$ cat src/hw/bltd_map.vh
/*
 * Constants for the burst/latency/recovery mode register decode: field
 * positions, select codes, length and reserved recovery codes and timing offsets.
 * Assumes inclusion by bare name from the design file.
 */
`ifndef BLTD_MAP_VH
`define BLTD_MAP_VH

`define BLTD_SEL_THIS      3'h0
`define BLTD_SEL_IGNORE    3'h7
`define BLTD_BL_LO         0
`define BLTD_BL_HI         1
`define BLTD_BT_BIT        3
`define BLTD_TM_BIT        7
`define BLTD_WR_LO         9
`define BLTD_WR_HI         11
`define BLTD_CHOP_BIT      12
`define BLTD_BL_FIXED8     2'h0
`define BLTD_BL_PERCMD     2'h1
`define BLTD_BL_FIXED4     2'h2
`define BLTD_BL_RSVD       2'h3
`define BLTD_WR_RSVD       3'h7
`define BLTD_CHOP_PULLIN   6'h02
`define BLTD_REG_W         18

`endif

$ cat src/hw/bltd_mode_zero.v
/*
 * Mode register zero decode: captures mode-register-set commands aimed at
 * this register and turns the fields into burst, order, latency and
 * recovery controls for the read/write datapath.
 * Assumes command/address inputs synchronous to i_clk, commands one cycle
 * strobes, and that the controller keeps its own timing and field rules.
 */
`timescale 1ns/1ns
`default_nettype none
`include "bltd_map.vh"

module bltd_mode_zero #(
	parameter LAT_W = 6
) (
	// Clock and reset
	input  wire                    i_clk,
	input  wire                    i_rst_n,
	// Mode register set command
	input  wire                    i_mrs,
	input  wire                    i_bank_group_bit_zero,
	input  wire                    i_bank_addr_bit_one,
	input  wire                    i_bank_addr_bit_zero,
	input  wire [`BLTD_REG_W-1:0]  i_addr,
	// Latencies held in other mode registers
	input  wire [LAT_W-1:0]        i_column_read_latency,
	input  wire [LAT_W-1:0]        i_added_command_latency,
	input  wire [LAT_W-1:0]        i_precharge_period,
	// Read/write command
	input  wire                    i_rd,
	input  wire                    i_wr,
	input  wire [2:0]              i_start_col,
	// Beat slot strobe for the current burst, index 0..7
	input  wire                    i_beat_valid,
	input  wire [2:0]              i_beat_idx,
	// Decoded configuration
	output reg  [`BLTD_REG_W-1:0]  o_config,
	output reg                     o_interleaved,
	output reg  [1:0]              o_burst_mode,
	output reg                     o_test_mode,
	output reg  [LAT_W-1:0]        o_write_recovery,
	output reg  [LAT_W-1:0]        o_read_to_precharge_setting,
	output reg  [LAT_W-1:0]        o_autoprecharge_write_to_activate,
	output reg  [LAT_W-1:0]        o_total_read_latency,
	// Per-access results
	output reg                     o_burst_chop_four,
	output reg                     o_is_write,
	output reg  [LAT_W-1:0]        o_write_pullin,
	output reg  [2:0]              o_beat_col,
	output wire                    o_dq_oe_n
);

	reg  [`BLTD_REG_W-1:0] cfg_q;
	reg                    chop_q;
	reg                    wr_q;
	reg  [2:0]             start_q;
	reg  [2:0]             mr_sel;
	reg  [2:0]             wr_code;
	reg  [LAT_W-1:0]       wr_cyc;
	reg  [LAT_W-1:0]       rtp_cyc;
	reg                    chop_d;
	reg  [2:0]             col_d;
	reg  [LAT_W:0]         dal_sum;
	reg  [LAT_W:0]         rl_sum;
	reg  [LAT_W-1:0]       pull_d;

	// Only selection code 000 lands here; 111 gets no response at all
	always @* begin
		mr_sel = {i_bank_group_bit_zero, i_bank_addr_bit_one, i_bank_addr_bit_zero};
	end

	always @(posedge i_clk or negedge i_rst_n) begin
		if (!i_rst_n) begin
			cfg_q <= {`BLTD_REG_W{1'b0}};
		end else if (i_mrs && mr_sel == `BLTD_SEL_THIS) begin
			// Every field is overwritten; the controller must resend all of them
			// Test mode bit is stored as written, its effect is left undefined
			cfg_q <= i_addr;
		end
	end

	// Recovery / read-to-precharge table; reserved code holds the largest pair
	always @* begin
		wr_code = cfg_q[`BLTD_WR_HI:`BLTD_WR_LO];
		case (wr_code)
		3'h0: begin
			wr_cyc  = 6'd10;
			rtp_cyc = 6'd5;
		end
		3'h1: begin
			wr_cyc  = 6'd12;
			rtp_cyc = 6'd6;
		end
		3'h2: begin
			wr_cyc  = 6'd14;
			rtp_cyc = 6'd7;
		end
		3'h3: begin
			wr_cyc  = 6'd16;
			rtp_cyc = 6'd8;
		end
		3'h4: begin
			wr_cyc  = 6'd18;
			rtp_cyc = 6'd9;
		end
		3'h5: begin
			wr_cyc  = 6'd20;
			rtp_cyc = 6'd10;
		end
		default: begin
			wr_cyc  = 6'd24;
			rtp_cyc = 6'd12;
		end
		endcase
	end

	// Sums carry one spare bit; the top bit is dropped on purpose since
	// legal latency settings never overflow the latency width
	always @* begin
		dal_sum = {1'b0, wr_cyc} + {1'b0, i_precharge_period};
		rl_sum  = {1'b0, i_added_command_latency} + {1'b0, i_column_read_latency};
	end

	// Fixed chop pulls recovery and turnaround start in; per-command chop does not
	always @* begin
		if (cfg_q[`BLTD_BL_HI:`BLTD_BL_LO] == `BLTD_BL_FIXED4) begin
			pull_d = `BLTD_CHOP_PULLIN;
		end else begin
			pull_d = {LAT_W{1'b0}};
		end
	end

	// Per-command chop decision taken with the command
	// Reserved length code 11 falls to fixed eight, the safer full burst
	always @* begin
		case (cfg_q[`BLTD_BL_HI:`BLTD_BL_LO])
		`BLTD_BL_FIXED4: chop_d = 1'b1;
		`BLTD_BL_PERCMD: chop_d = i_addr[`BLTD_CHOP_BIT];
		default:         chop_d = 1'b0;
		endcase
	end

	always @(posedge i_clk or negedge i_rst_n) begin
		if (!i_rst_n) begin
			chop_q  <= 1'b0;
			wr_q    <= 1'b0;
			start_q <= 3'h0;
		end else if (i_rd || i_wr) begin
			chop_q  <= chop_d;
			wr_q    <= i_wr;
			start_q <= i_start_col;
		end
	end

	// Beat column order for the latched access
	always @* begin
		if (wr_q) begin
			// Low bits ignored; chop write takes the half chosen by bit 2
			col_d = chop_q ? {start_q[2], i_beat_idx[1:0]} : i_beat_idx;
		end else if (cfg_q[`BLTD_BT_BIT]) begin
			col_d = i_beat_idx ^ start_q;
		end else begin
			// Sequential wraps modulo four inside each half, then flips halves
			col_d = {start_q[2] ^ i_beat_idx[2], start_q[1:0] + i_beat_idx[1:0]};
		end
	end

	// Chop reads release data and strobe for the last four slots
	// Kept combinational so the release lines up with the slot itself
	assign o_dq_oe_n = ~(i_beat_valid && !wr_q && !(chop_q && i_beat_idx[2]));

	always @(posedge i_clk or negedge i_rst_n) begin
		if (!i_rst_n) begin
			o_config                          <= {`BLTD_REG_W{1'b0}};
			o_interleaved                     <= 1'b0;
			o_burst_mode                      <= 2'h0;
			o_test_mode                       <= 1'b0;
			o_write_recovery                  <= {LAT_W{1'b0}};
			o_read_to_precharge_setting       <= {LAT_W{1'b0}};
			o_autoprecharge_write_to_activate <= {LAT_W{1'b0}};
			o_total_read_latency              <= {LAT_W{1'b0}};
			o_burst_chop_four                 <= 1'b0;
			o_is_write                        <= 1'b0;
			o_write_pullin                    <= {LAT_W{1'b0}};
			o_beat_col                        <= 3'h0;
		end else begin
			o_config                          <= cfg_q;
			o_interleaved                     <= cfg_q[`BLTD_BT_BIT];
			o_burst_mode                      <= cfg_q[`BLTD_BL_HI:`BLTD_BL_LO];
			o_test_mode                       <= cfg_q[`BLTD_TM_BIT];
			o_write_recovery                  <= wr_cyc;
			o_read_to_precharge_setting       <= rtp_cyc;
			o_autoprecharge_write_to_activate <= dal_sum[LAT_W-1:0];
			// Whole-clock latency only, no half-cycle option
			o_total_read_latency              <= rl_sum[LAT_W-1:0];
			o_burst_chop_four                 <= chop_q;
			o_is_write                        <= wr_q;
			o_write_pullin                    <= pull_d;
			o_beat_col                        <= col_d;
		end
	end

endmodule // bltd_mode_zero
`default_nettype wire

$ cat config.mk
export PLATFORM = sky130hd
export DESIGN_NAME = bltd_mode_zero
export DESIGN_NICKNAME = d
export VERILOG_FILES = /design/src/hw/bltd_mode_zero.v
export VERILOG_INCLUDE_DIRS = /design/src /design/src/hw
export SDC_FILE = /design/constraint.sdc
export NUM_CORES = 1
export LEC_CHECK = 0
export BUFFER_PORTS_ARGS = -buffer_cell sky130_fd_sc_hd__buf_4
export CORE_MARGIN = 2
export CORE_UTILIZATION = 47
export DETAILED_ROUTE_END_ITERATION = 7
export GPL_ROUTABILITY_DRIVEN = 0
export PLACE_DENSITY = 0.79
export SYNTH_ARGS = -nofsm -noshare
export SYNTH_HDL_FRONTEND = slang
export SYNTH_SLANG_ARGS = --single-unit
$ cat constraint.sdc
create_clock -name i_clk -period 2.4 [get_ports i_clk]
set_input_delay 0.72 -clock i_clk [delete_from_list [all_inputs] [get_ports i_clk]]
set_output_delay 0.72 -clock i_clk [all_outputs]
set_load 0.005 [all_outputs]
==> results of run 1 <==
-- synthesized netlist by cell type (2+ instances only) --
library cell  number  area share [%]
o21ai_0            4            0.80
nand3b_1           2            0.60
dfrtp_1           63              63
nor2_1             3            0.45
buf_6              2            0.90
a21o_1             5             1.5
xor2_1             3             1.1
a21oi_1            8             1.6
buf_4             17             5.1
inv_1              8             1.2
mux2_2            22             9.9
xnor2_1            7             2.5
nand2_1            5            0.75
fa_1               2             1.6
ha_1              12             6.0
-- worst max-delay path: cells and delay by family --
family	cells	cell delay, ns
simple gates	2	0.14
buf+inv	2	0.26
-- layout make-up --
| type | instances | area [sq um] | area share, % |
|---|---|---|---|
| Sequential cell | 63 | 1580 | 46.1 |
| Multi-Input combinational cell | 89 | 771 | 22.5 |
| Timing Repair Buffer | 101 | 758 | 22.2 |
| Clock buffer | 11 | 151 | 4.43 |
| Tap cell | 70 | 87.6 | 2.56 |
| Clock inverter | 4 | 45.0 | 1.32 |
| Inverter | 8 | 30.0 | 0.878 |
-- sequential cells by signal (all words and copies together) (netlist names) --
| name | count |
|---|---|
| wr_q | 1 |
| start_q | 3 |
| o_autoprecharge_write_to_activate | 6 |
| chop_q | 1 |
| o_write_recovery | 4 |
| o_config | 17 |
| o_is_write | 1 |
| cfg_q | 18 |
| o_write_pullin | 1 |
| o_beat_col | 3 |
| o_burst_mode | 1 |
| o_burst_chop_four | 1 |
| o_total_read_latency | 6 |
-- kinds of logic after synthesis --
kind of cell | share of synthesized area [%]
flip-flops | 63.1
AND/OR/NAND/NOR | 3.26
multiplexers | 10.3
XOR/XNOR | 3.51
adder cells (fa/ha/maj) | 7.62
AO/OA/AOI/OAI | 4.81
other | 0.150
buffers and inverters | 7.21
-- worst max path at each step --
stage,from,end
2_1_floorplan,i_precharge_period[1],o_autoprecharge_write_to_activate[5]
3_3_place_gp,i_precharge_period[1],o_autoprecharge_write_to_activate[5]
3_5_place_dp,i_precharge_period[1],o_autoprecharge_write_to_activate[5]
4_1_cts,cfg_q[10],o_autoprecharge_write_to_activate[5]
5_1_grt,cfg_q[10],o_autoprecharge_write_to_activate[5]
6_report,i_beat_idx[2],o_dq_oe_n
-- metal layers --
| metal | global-route usage, % | vias up | routed length (um) |
|---|---|---|---|
| li1 | - | 746 | - |
| met1 | 18.8 | 759 | 1700 |
| met2 | 28.1 | 73 | 2280 |
| met3 | 5.53 | 10 | 375 |
| met4 | 8.91 | 0 | 89 |
| met5 | 0 | - | 0 |
-- power by group through the flow --
stage          logic [uW]  registers [uW]  clock network [uW]
3_5_place_dp          699            1430                   0
2_1_floorplan         304            1430                   0
4_1_cts               701            1410                 913
6_report              685            1410                 887
3_3_place_gp          686            1420                   0
5_1_grt               760            1440                 966
-- stage by stage --
stage               power [uW]  util [%]  hold slack, ns
finish                    2980      67.0           0.370
global route              3170      67.0           0.390
CTS                       3030      67.0           0.376
detailed placement        2130      63.1           0.362
global placement          2100      63.1           0.354
floorplan                 1730         -           0.350
==> flow_metrics.py, run 1 <==
metrics = {
    "drt": {
        "antenna_left": 0,
        "wl_mm": 4.44,
        "drt_iter0_markers": 73,
        "drt_pass1_iterations": 4,
        "wl_per_cell_um": 12.8,
        "vias": 1588,
        "drc_errors": 0,
        "viasPerCell": 4.59,
    },
    "worst_setup_path": {
        "crit_path_max_incr_delay_ns": 0.14,
        "required_ns": 1.68,
        "r2r_start": "cfg_q[10]",
        "end_kind": "output port",
        "r2r_end": "o_autoprecharge_write_to_activate[5]",
        "reg2reg_slack_ns": 0.56,
        "crit_fanout": 4,
        "critPathLaunchType": "primary input",
        "worstPathCellList": "buf_4 -> nand2_1 -> nand3b_1 -> buf_4",
        "critPathSlowestCell": "buf_4",
        "path_common_cell": "buf_4",
        "crit_type": "primary input to output port",
        "cp.arrival_ns": 1.12,
        "worst-r2r-cell-count": 5,
    },
    "place": {
        "numPortBuffers": 99,
        "dpl_cell_area_sq_um": 3220,
        "dp.cells": 331,
        "pre_cts_ws_ns": 0.362,
        "dpl.hpwl_mm": 3.36,
    },
    "power_and_ir_drop": {
        "internal_power_uw": 2260,
        "p_sw_uw": 725,
        "leakage_uw": 0.00172,
        "peakVddDrop_mv": 0.479,
        "switching_share_pct": 24.3,
        "power_frac_clock_pct": 29.7,
        "seqPwrFrac_pct": 47.3,
        "p_comb_share_pct": 23.0,
        "power.density_nw_per_um2": 872,
    },
    "layout": {
        "layout.cells.non_filler": 346,
        "layout.nets": 337,
        "antenna_cells": 0,
        "drive_gt1_share_pct": 50.4,
        "layout_commonest_cell": "buf_4",
        "final_cell_mix": "buf_4, dfrtp_1, mux2_2",
        "area_growth_pct": 36.9,
        "fillers": 409,
        "final_area_sq_um": 3420,
    },
    "yosys": {
        "seq_area_frac_synth_pct": 63.1,
        "synth_edf_count": 0,
        "avgSynthCellArea_sq_um": 14.6,
        "syn_inst": 171,
        "yosysUniqueCellTypes": 23,
        "synth_flop_cell": "dfrtp_1",
        "syn_area_sq_um": 2500,
        "ys_ff_latch": 63,
        "yosys_warnings": 0,
        "async_flop_share_pct": 100,
    },
    "sta": {
        "max-slew-margin-rel_pct": 49.7,
        "fmax_ghz": 0.544,
        "period_needed_ns": 1.84,
        "slew_viol_final": 0,
        "post-route-period-util_pct": 76.6,
        "setup_viol": 0,
        "hold_viol_final": 0,
        "fin_ws_ns": 0.561,
        "worst_slew_pin_slew_ns": 0.755,
        "finalSetupTns_ns": 0,
        "finalClockSkew_ns": 0.00487,
        "rsz0062_at_grt": "no",
    },
    "global_route": {
        "grt.total_usage_pct": 16.7,
        "antenna_found_initial": 0,
        "overflow": 0,
        "grt_pass1_vias": 1641,
        "grt_start_max_net_pins": 64,
        "grt_pass1_wl_mm": 7.58,
    },
    "floorplanning": {
        "start_util_pct": 48.9,
        "die_area_sq_um": 5910,
        "ios": 109,
        "coreArea_sq_um": 5110,
        "die_h_um": 76.9,
        "fp-row-count": 26,
        "die_w_um": 76.9,
    },
    "clock_tree": {
        "cts_tree": "yes",
        "post_cts_resized": 0,
        "clk_pin_slew_ns": 0.06,
        "ctsHoldBuffers": 0,
        "post_cts_buffers": 0,
        "cts.sinks": 63,
        "clockBufferDepth": 2,
        "cts_buffers": 9,
        "insertion_delay_ns": 0.32,
        "htree_levels": 3,
        "clk_root_buffer_cell": "clkbuf_8",
    },
    "worst_hold_path": {
        "hold_path_class": "register to register",
        "min_to": "o_config[4]",
        "whs_path_depth": 0,
        "min_from": "cfg_q[4]",
    },
    "run": {
        "maxCapViolations": 0,
    },
    "run_status": {
        "status": "finished, final reports clean",
    },
}
No activity file was read; power rests on OpenSTA's default activity.
==> run 2: changes to the inputs <==
- ABC_AREA: default -> 1
- clock period: 2.4 -> 1.7 ns (I/O delays scaled with it)
==> flow_metrics.py, run 2 <==
metrics = {
    "yosys": {
        "syn_area_sq_um": 2570,
        "synth_flop_cell": "dfrtp_1",
        "synth_common_cells": "dfrtp_1, nand2_1, nand3_1",
        "yosysUniqueCellTypes": 23,
        "ys_ff_latch": 63,
        "synth.area.top_cells": "dfrtp_1, nand2_1, ha_1, buf_4, nand3_1",
        "syn_inst": 235,
        "yosys_warnings": 0,
        "synth_top_area_share_pct": 61.3,
        "seq_area_frac_synth_pct": 61.3,
        "async_flop_share_pct": 100,
        "synth_most_common_cell": "dfrtp_1",
        "synth_edf_count": 0,
        "avgSynthCellArea_sq_um": 10.9,
        "synth_area_leader_cell": "dfrtp_1",
    },
    "sta": {
        "hold_ws_ns": 0.0568,
        "post-route-period-util_pct": 97.1,
        "slew_viol_final": 0,
        "period_needed_ns": 1.65,
        "hold_viol_final": 0,
        "fmax_ghz": 0.606,
        "finalClockSkew_ns": 0.00742,
        "setup_viol": 0,
    },
    "layout": {
        "final_cell_mix": "buf_4, nand2_1, dfrtp_1",
        "final_area_sq_um": 3580,
        "drive_gt1_share_pct": 38.7,
        "reg.largest.list": "cfg_q: 18 flops, o_config: 17 flops",
        "antenna_cells": 0,
        "layout_commonest_cell": "buf_4",
        "top_register": "cfg_q",
        "layout.nets": 404,
        "largest_reg_flops": 18,
        "area_growth_pct": 39.3,
    },
    "floorplanning": {
        "fp-row-count": 26,
        "start_util_pct": 49.4,
        "die_area_sq_um": 6080,
        "ios": 109,
        "die_w_um": 78.0,
        "coreArea_sq_um": 5200,
        "die_h_um": 78.0,
    },
    "run_status": {
        "status": "finished, final reports clean",
    },
    "drt": {
        "drt_iter0_markers": 64,
        "viasPerCell": 4.60,
        "vias": 1903,
        "drc_errors": 0,
        "wl_mm": 4.96,
        "wl_per_cell_um": 12.0,
        "drt_pass1_iterations": 5,
        "antenna_left": 0,
    },
    "global_route": {
        "overflow": 0,
        "grt.total_usage_pct": 17.4,
        "grt_pass1_vias": 1817,
        "grt_pass1_wl_mm": 8.03,
        "antenna_found_initial": 0,
        "grt_start_max_net_pins": 24,
    },
    "place": {
        "numPortBuffers": 99,
        "dpl.hpwl_mm": 3.74,
        "dpl_cell_area_sq_um": 3330,
    },
    "clock_tree": {
        "clk_pin_slew_ns": 0.07,
        "htree_levels": 3,
        "cts_buffers": 9,
        "insertion_delay_ns": 0.33,
        "clk_root_buffer_cell": "clkbuf_8",
        "clockBufferDepth": 2,
        "cts_tree": "yes",
        "cts.sinks": 63,
        "ctsHoldBuffers": 0,
    },
    "worst_setup_path": {
        "required_ns": 1.91,
        "critPathLaunchType": "register",
        "cp.arrival_ns": 1.86,
        "crit_fanout": 8,
        "crit_type": "register to register",
        "end_kind": "register",
    },
    "worst_hold_path": {
        "hold_path_class": "primary input to asynchronous set/reset pin",
    },
    "run": {
        "maxCapViolations": 0,
    },
    "power_and_ir_drop": {
        "p_total_uw": 4330,
        "leakage_uw": 0.00193,
        "power.density_nw_per_um2": 1210,
        "peakVddDrop_mv": 0.665,
    },
}
## run 2: layout make-up
class	instances	area, sq um
Fill cell	424	1620
Sequential cell	63	1580
Multi-Input combinational cell	143	823
Timing Repair Buffer	106	808
Clock buffer	11	141
Tap cell	70	87.6
Clock inverter	5	81.3
Inverter	16	60.1
## run 2: final timing paths
path | startpoint | end | slack [ns] | depth (start not counted)
setup / recovery | cfg_q[10] | o_autoprecharge_write_to_activate[4] | 0.05 | 6
hold / removal | i_rst_n | o_burst_mode[0] | 0.06 | 1
setup reg to reg | cfg_q[10] | o_autoprecharge_write_to_activate[4] | 0.05 | 6
hold reg to reg | cfg_q[17] | o_config[17] | 0.38 | 0
max in group asynchronous | i_rst_n | o_config[15] | 1.20 | 2
min in group i_clk | i_precharge_period[0] | o_autoprecharge_write_to_activate[0] | 0.29 | 1
## run 2: metrics by stage
step / instances / worst slack [ns] / util [%] / setup TNS [ns]
floorplan: 243 / 0.188 / - / 0
global placement: 397 / 0.0540 / 64.1 / 0
detailed placement: 397 / 0.0330 / 64.1 / 0
CTS: 413 / 0.00721 / 68.3 / 0
global route: 414 / -0.0116 / 68.8 / -0.0116
finish: 414 / 0.0487 / 68.8 / 0
## run 2: worst max-delay path, cell delays in order, from the launching register on
cell     delay (ns)
dfrtp_2        0.47
nor3_1         0.27
nor3_2         0.09
ha_1           0.34
a21oi_1        0.15
nand2_1        0.08
xor2_1         0.14
## run 2: timing repair
action / 4_1_cts / 5_1_grt
setup buffers: 0 / 1
resized for setup: 0 / 8
endpoints found under the setup margin: 0 / 3
## run 2: power breakdown
part | leakage [uW] | switching, uW | internal, uW
Combinational | 0.00106 | 405 | 547
Clock | 0.000110 | 567 | 866
Sequential | 0.000767 | 147 | 1800
## run 2: cell families after synthesis
group                      count (synthesis)  share of synthesized area [%]
xor gates and xnor gates                   8                           2.72
adders and majority gates                 14                           7.39
DFF                                       63                           61.3
buffers and inverters                     37                           8.41
muxes                                      2                          0.875
and+or+nand+nor                           99                           16.9
AOI/OAI and AO/OA                         11                           2.24
other                                      1                          0.146
## run 2: layer usage
| metal | global-route usage, % | vias up | share of wire (%) |
|---|---|---|---|
| met4 | 8.07 | 0 | 1.7 |
| met1 | 20.2 | 886 | 40 |
| met5 | 0 | - | 0 |
| li1 | - | 934 | - |
| met3 | 8.14 | 7 | 8.9 |
| met2 | 27.4 | 76 | 50 |
==> run 3: changes to the inputs <==
- ABC_AREA: 1 -> default
==> flow_metrics.py, run 3 (synthesized netlist as in run 1, its figures left out) <==
metrics = {
    "run_status": {
        "status": "finished, final reports clean",
    },
    "clock_tree": {
        "clk_root_buffer_cell": "clkbuf_8",
        "cts_tree": "yes",
        "cts_buffers": 9,
        "cts.sinks": 63,
        "htree_levels": 3,
        "clk_pin_slew_ns": 0.07,
        "clockBufferDepth": 2,
        "insertion_delay_ns": 0.33,
    },
    "drt": {
        "drc_errors": 0,
        "wl_mm": 4.61,
        "antenna_left": 0,
        "vias": 1630,
        "wl_per_cell_um": 12.9,
        "drt_pass1_iterations": 4,
        "drt_iter0_markers": 73,
        "viasPerCell": 4.58,
    },
    "worst_setup_path": {
        "end_kind": "register",
        "worst-path-buf-inv": 1,
        "crit_fanout": 4,
        "crit_type": "register to register",
        "crit_path_max_incr_delay_ns": 0.42,
        "reg2reg_slack_ns": 0.05,
        "required_ns": 1.95,
        "critPathLaunchType": "register",
        "cp.arrival_ns": 1.91,
        "critPathTopFamily": "flip-flops",
        "critPathSlowestCell": "dfrtp_1",
        "worstPathCellList": "mux2_4 -> buf_4 -> ha_1 -> a21o_1 -> a21oi_2 -> xnor2_1",
    },
    "sta": {
        "finalClockSkew_ns": 0.00857,
        "period_needed_ns": 1.65,
        "hold_ws_ns": 0.129,
        "setup_viol": 0,
        "hold_viol_final": 0,
        "post-route-period-util_pct": 97.3,
        "slew_viol_final": 0,
        "fin_ws_ns": 0.0458,
        "fmax_ghz": 0.605,
        "rsz0062_at_grt": "yes",
    },
    "place": {
        "numPortBuffers": 99,
        "pre_cts_ws_ns": -0.152,
        "dp.cells": 339,
        "dpl.hpwl_mm": 3.48,
    },
    "global_route": {
        "antenna_found_initial": 0,
        "use_met2_pct": 29.3,
        "grt_pass1_wl_mm": 7.67,
        "gr-usage-met1_pct": 18.2,
        "grt_use_met3_pct": 4.59,
        "overflow": 0,
        "grt_pass1_vias": 1733,
        "top_usage_layer": "met2",
        "grt_start_max_net_pins": 36,
        "grt.total_usage_pct": 17.0,
    },
    "power_and_ir_drop": {
        "p_total_uw": 4270,
        "seqPwrFrac_pct": 46.6,
        "leakage_uw": 0.00178,
        "p_sw_uw": 1090,
        "peakVddDrop_mv": 0.637,
        "internal_power_uw": 3180,
        "power.density_nw_per_um2": 1200,
        "p_comb_share_pct": 26.2,
        "power_frac_clock_pct": 27.2,
        "switching_share_pct": 25.5,
    },
    "floorplanning": {
        "die_h_um": 76.9,
        "ios": 109,
        "fp-row-count": 26,
        "die_area_sq_um": 5910,
        "coreArea_sq_um": 5110,
        "start_util_pct": 48.9,
        "die_w_um": 76.9,
    },
    "layout": {
        "largest_reg_flops": 18,
        "reg.largest.list": "cfg_q: 18 flops, o_config: 17 flops",
        "antenna_cells": 0,
        "top_register": "cfg_q",
        "layout.cells.non_filler": 356,
        "layout.nets": 347,
        "drive_gt1_share_pct": 54.5,
        "final_cell_mix": "buf_4, dfrtp_1, mux2_2",
        "final_util_pct": 69.7,
        "area_growth_pct": 42.5,
        "layout_commonest_cell": "buf_4",
    },
    "worst_hold_path": {
        "hold_path_class": "primary input to asynchronous set/reset pin",
    },
    "run": {
        "maxCapViolations": 0,
    },
}
run 3: cell types whose count changed in the layout (fill, tap and decap cells not counted), moves of 3 or more:
| cell | previous run | this run |
|---|---|---|
| inv_1 | 14 | 8 |
| a21o_1 | 0 | 5 |
| mux2_2 | 2 | 20 |
| nor2_1 | 5 | 2 |
| nand2_1 | 62 | 5 |
| nand3_1 | 25 | 0 |
| xnor2_1 | 3 | 7 |
run 3: final cells by class:
cell class | count | area (sq um)
flip-flops and latches | 63 | 1580
fillers | 381 | 1550
repair buffers | 111 | 875
multi-input cells | 89 | 806
clock buffers | 12 | 165
well taps | 70 | 87.6
inverters | 8 | 30.0
clock inverters | 3 | 17.5
run 3: final timing paths:
path,startpoint,to,cells past startpoint
max in group asynchronous,i_rst_n,cfg_q[9],2
min reg2reg,cfg_q[2],o_config[2],0
min,i_rst_n,o_config[6],1
max reg2reg,cfg_q[10],o_autoprecharge_write_to_activate[4],6
min in group i_clk,i_precharge_period[0],o_autoprecharge_write_to_activate[0],1
max,cfg_q[10],o_autoprecharge_write_to_activate[4],6
run 3: per-stage QoR:
stage	setup TNS (ns)	cell area, sq um
after global placement	-0.0805	3320
after floorplan	0	2530
final	0	3560
after global routing	-0.0629	3560
after CTS	0	3530
after detailed placement	-0.153	3320
run 3: timing repair:
item / 4_1_cts / 5_1_grt
hold buffers: 0 / 0
resized for setup: 3 / 6
endpoints found under the setup margin: 1 / 2
buffers inserted: 0 / 2
pin swaps: 0 / 6
run 3: metal layers:
| layer | vias to the layer above | share of wire (%) | wire length [um] |
|---|---|---|---|
| met1 | 781 | 37 | 1690 |
| met4 | 0 | 3.6 | 165 |
| li1 | 770 | - | - |
| met5 | - | 0 | 0 |
| met3 | 13 | 6.7 | 311 |
| met2 | 66 | 53 | 2450 |
run 3: power by group through the flow:
stage                     clock network (uW)  registers, uW  logic [uW]
final                                   1160           1990        1120
after global routing                    1270           2030        1220
after CTS                               1200           1990        1100
after detailed placement                   0           2020        1070
after global placement                     0           2000        1040
after floorplan                            0           2020         434
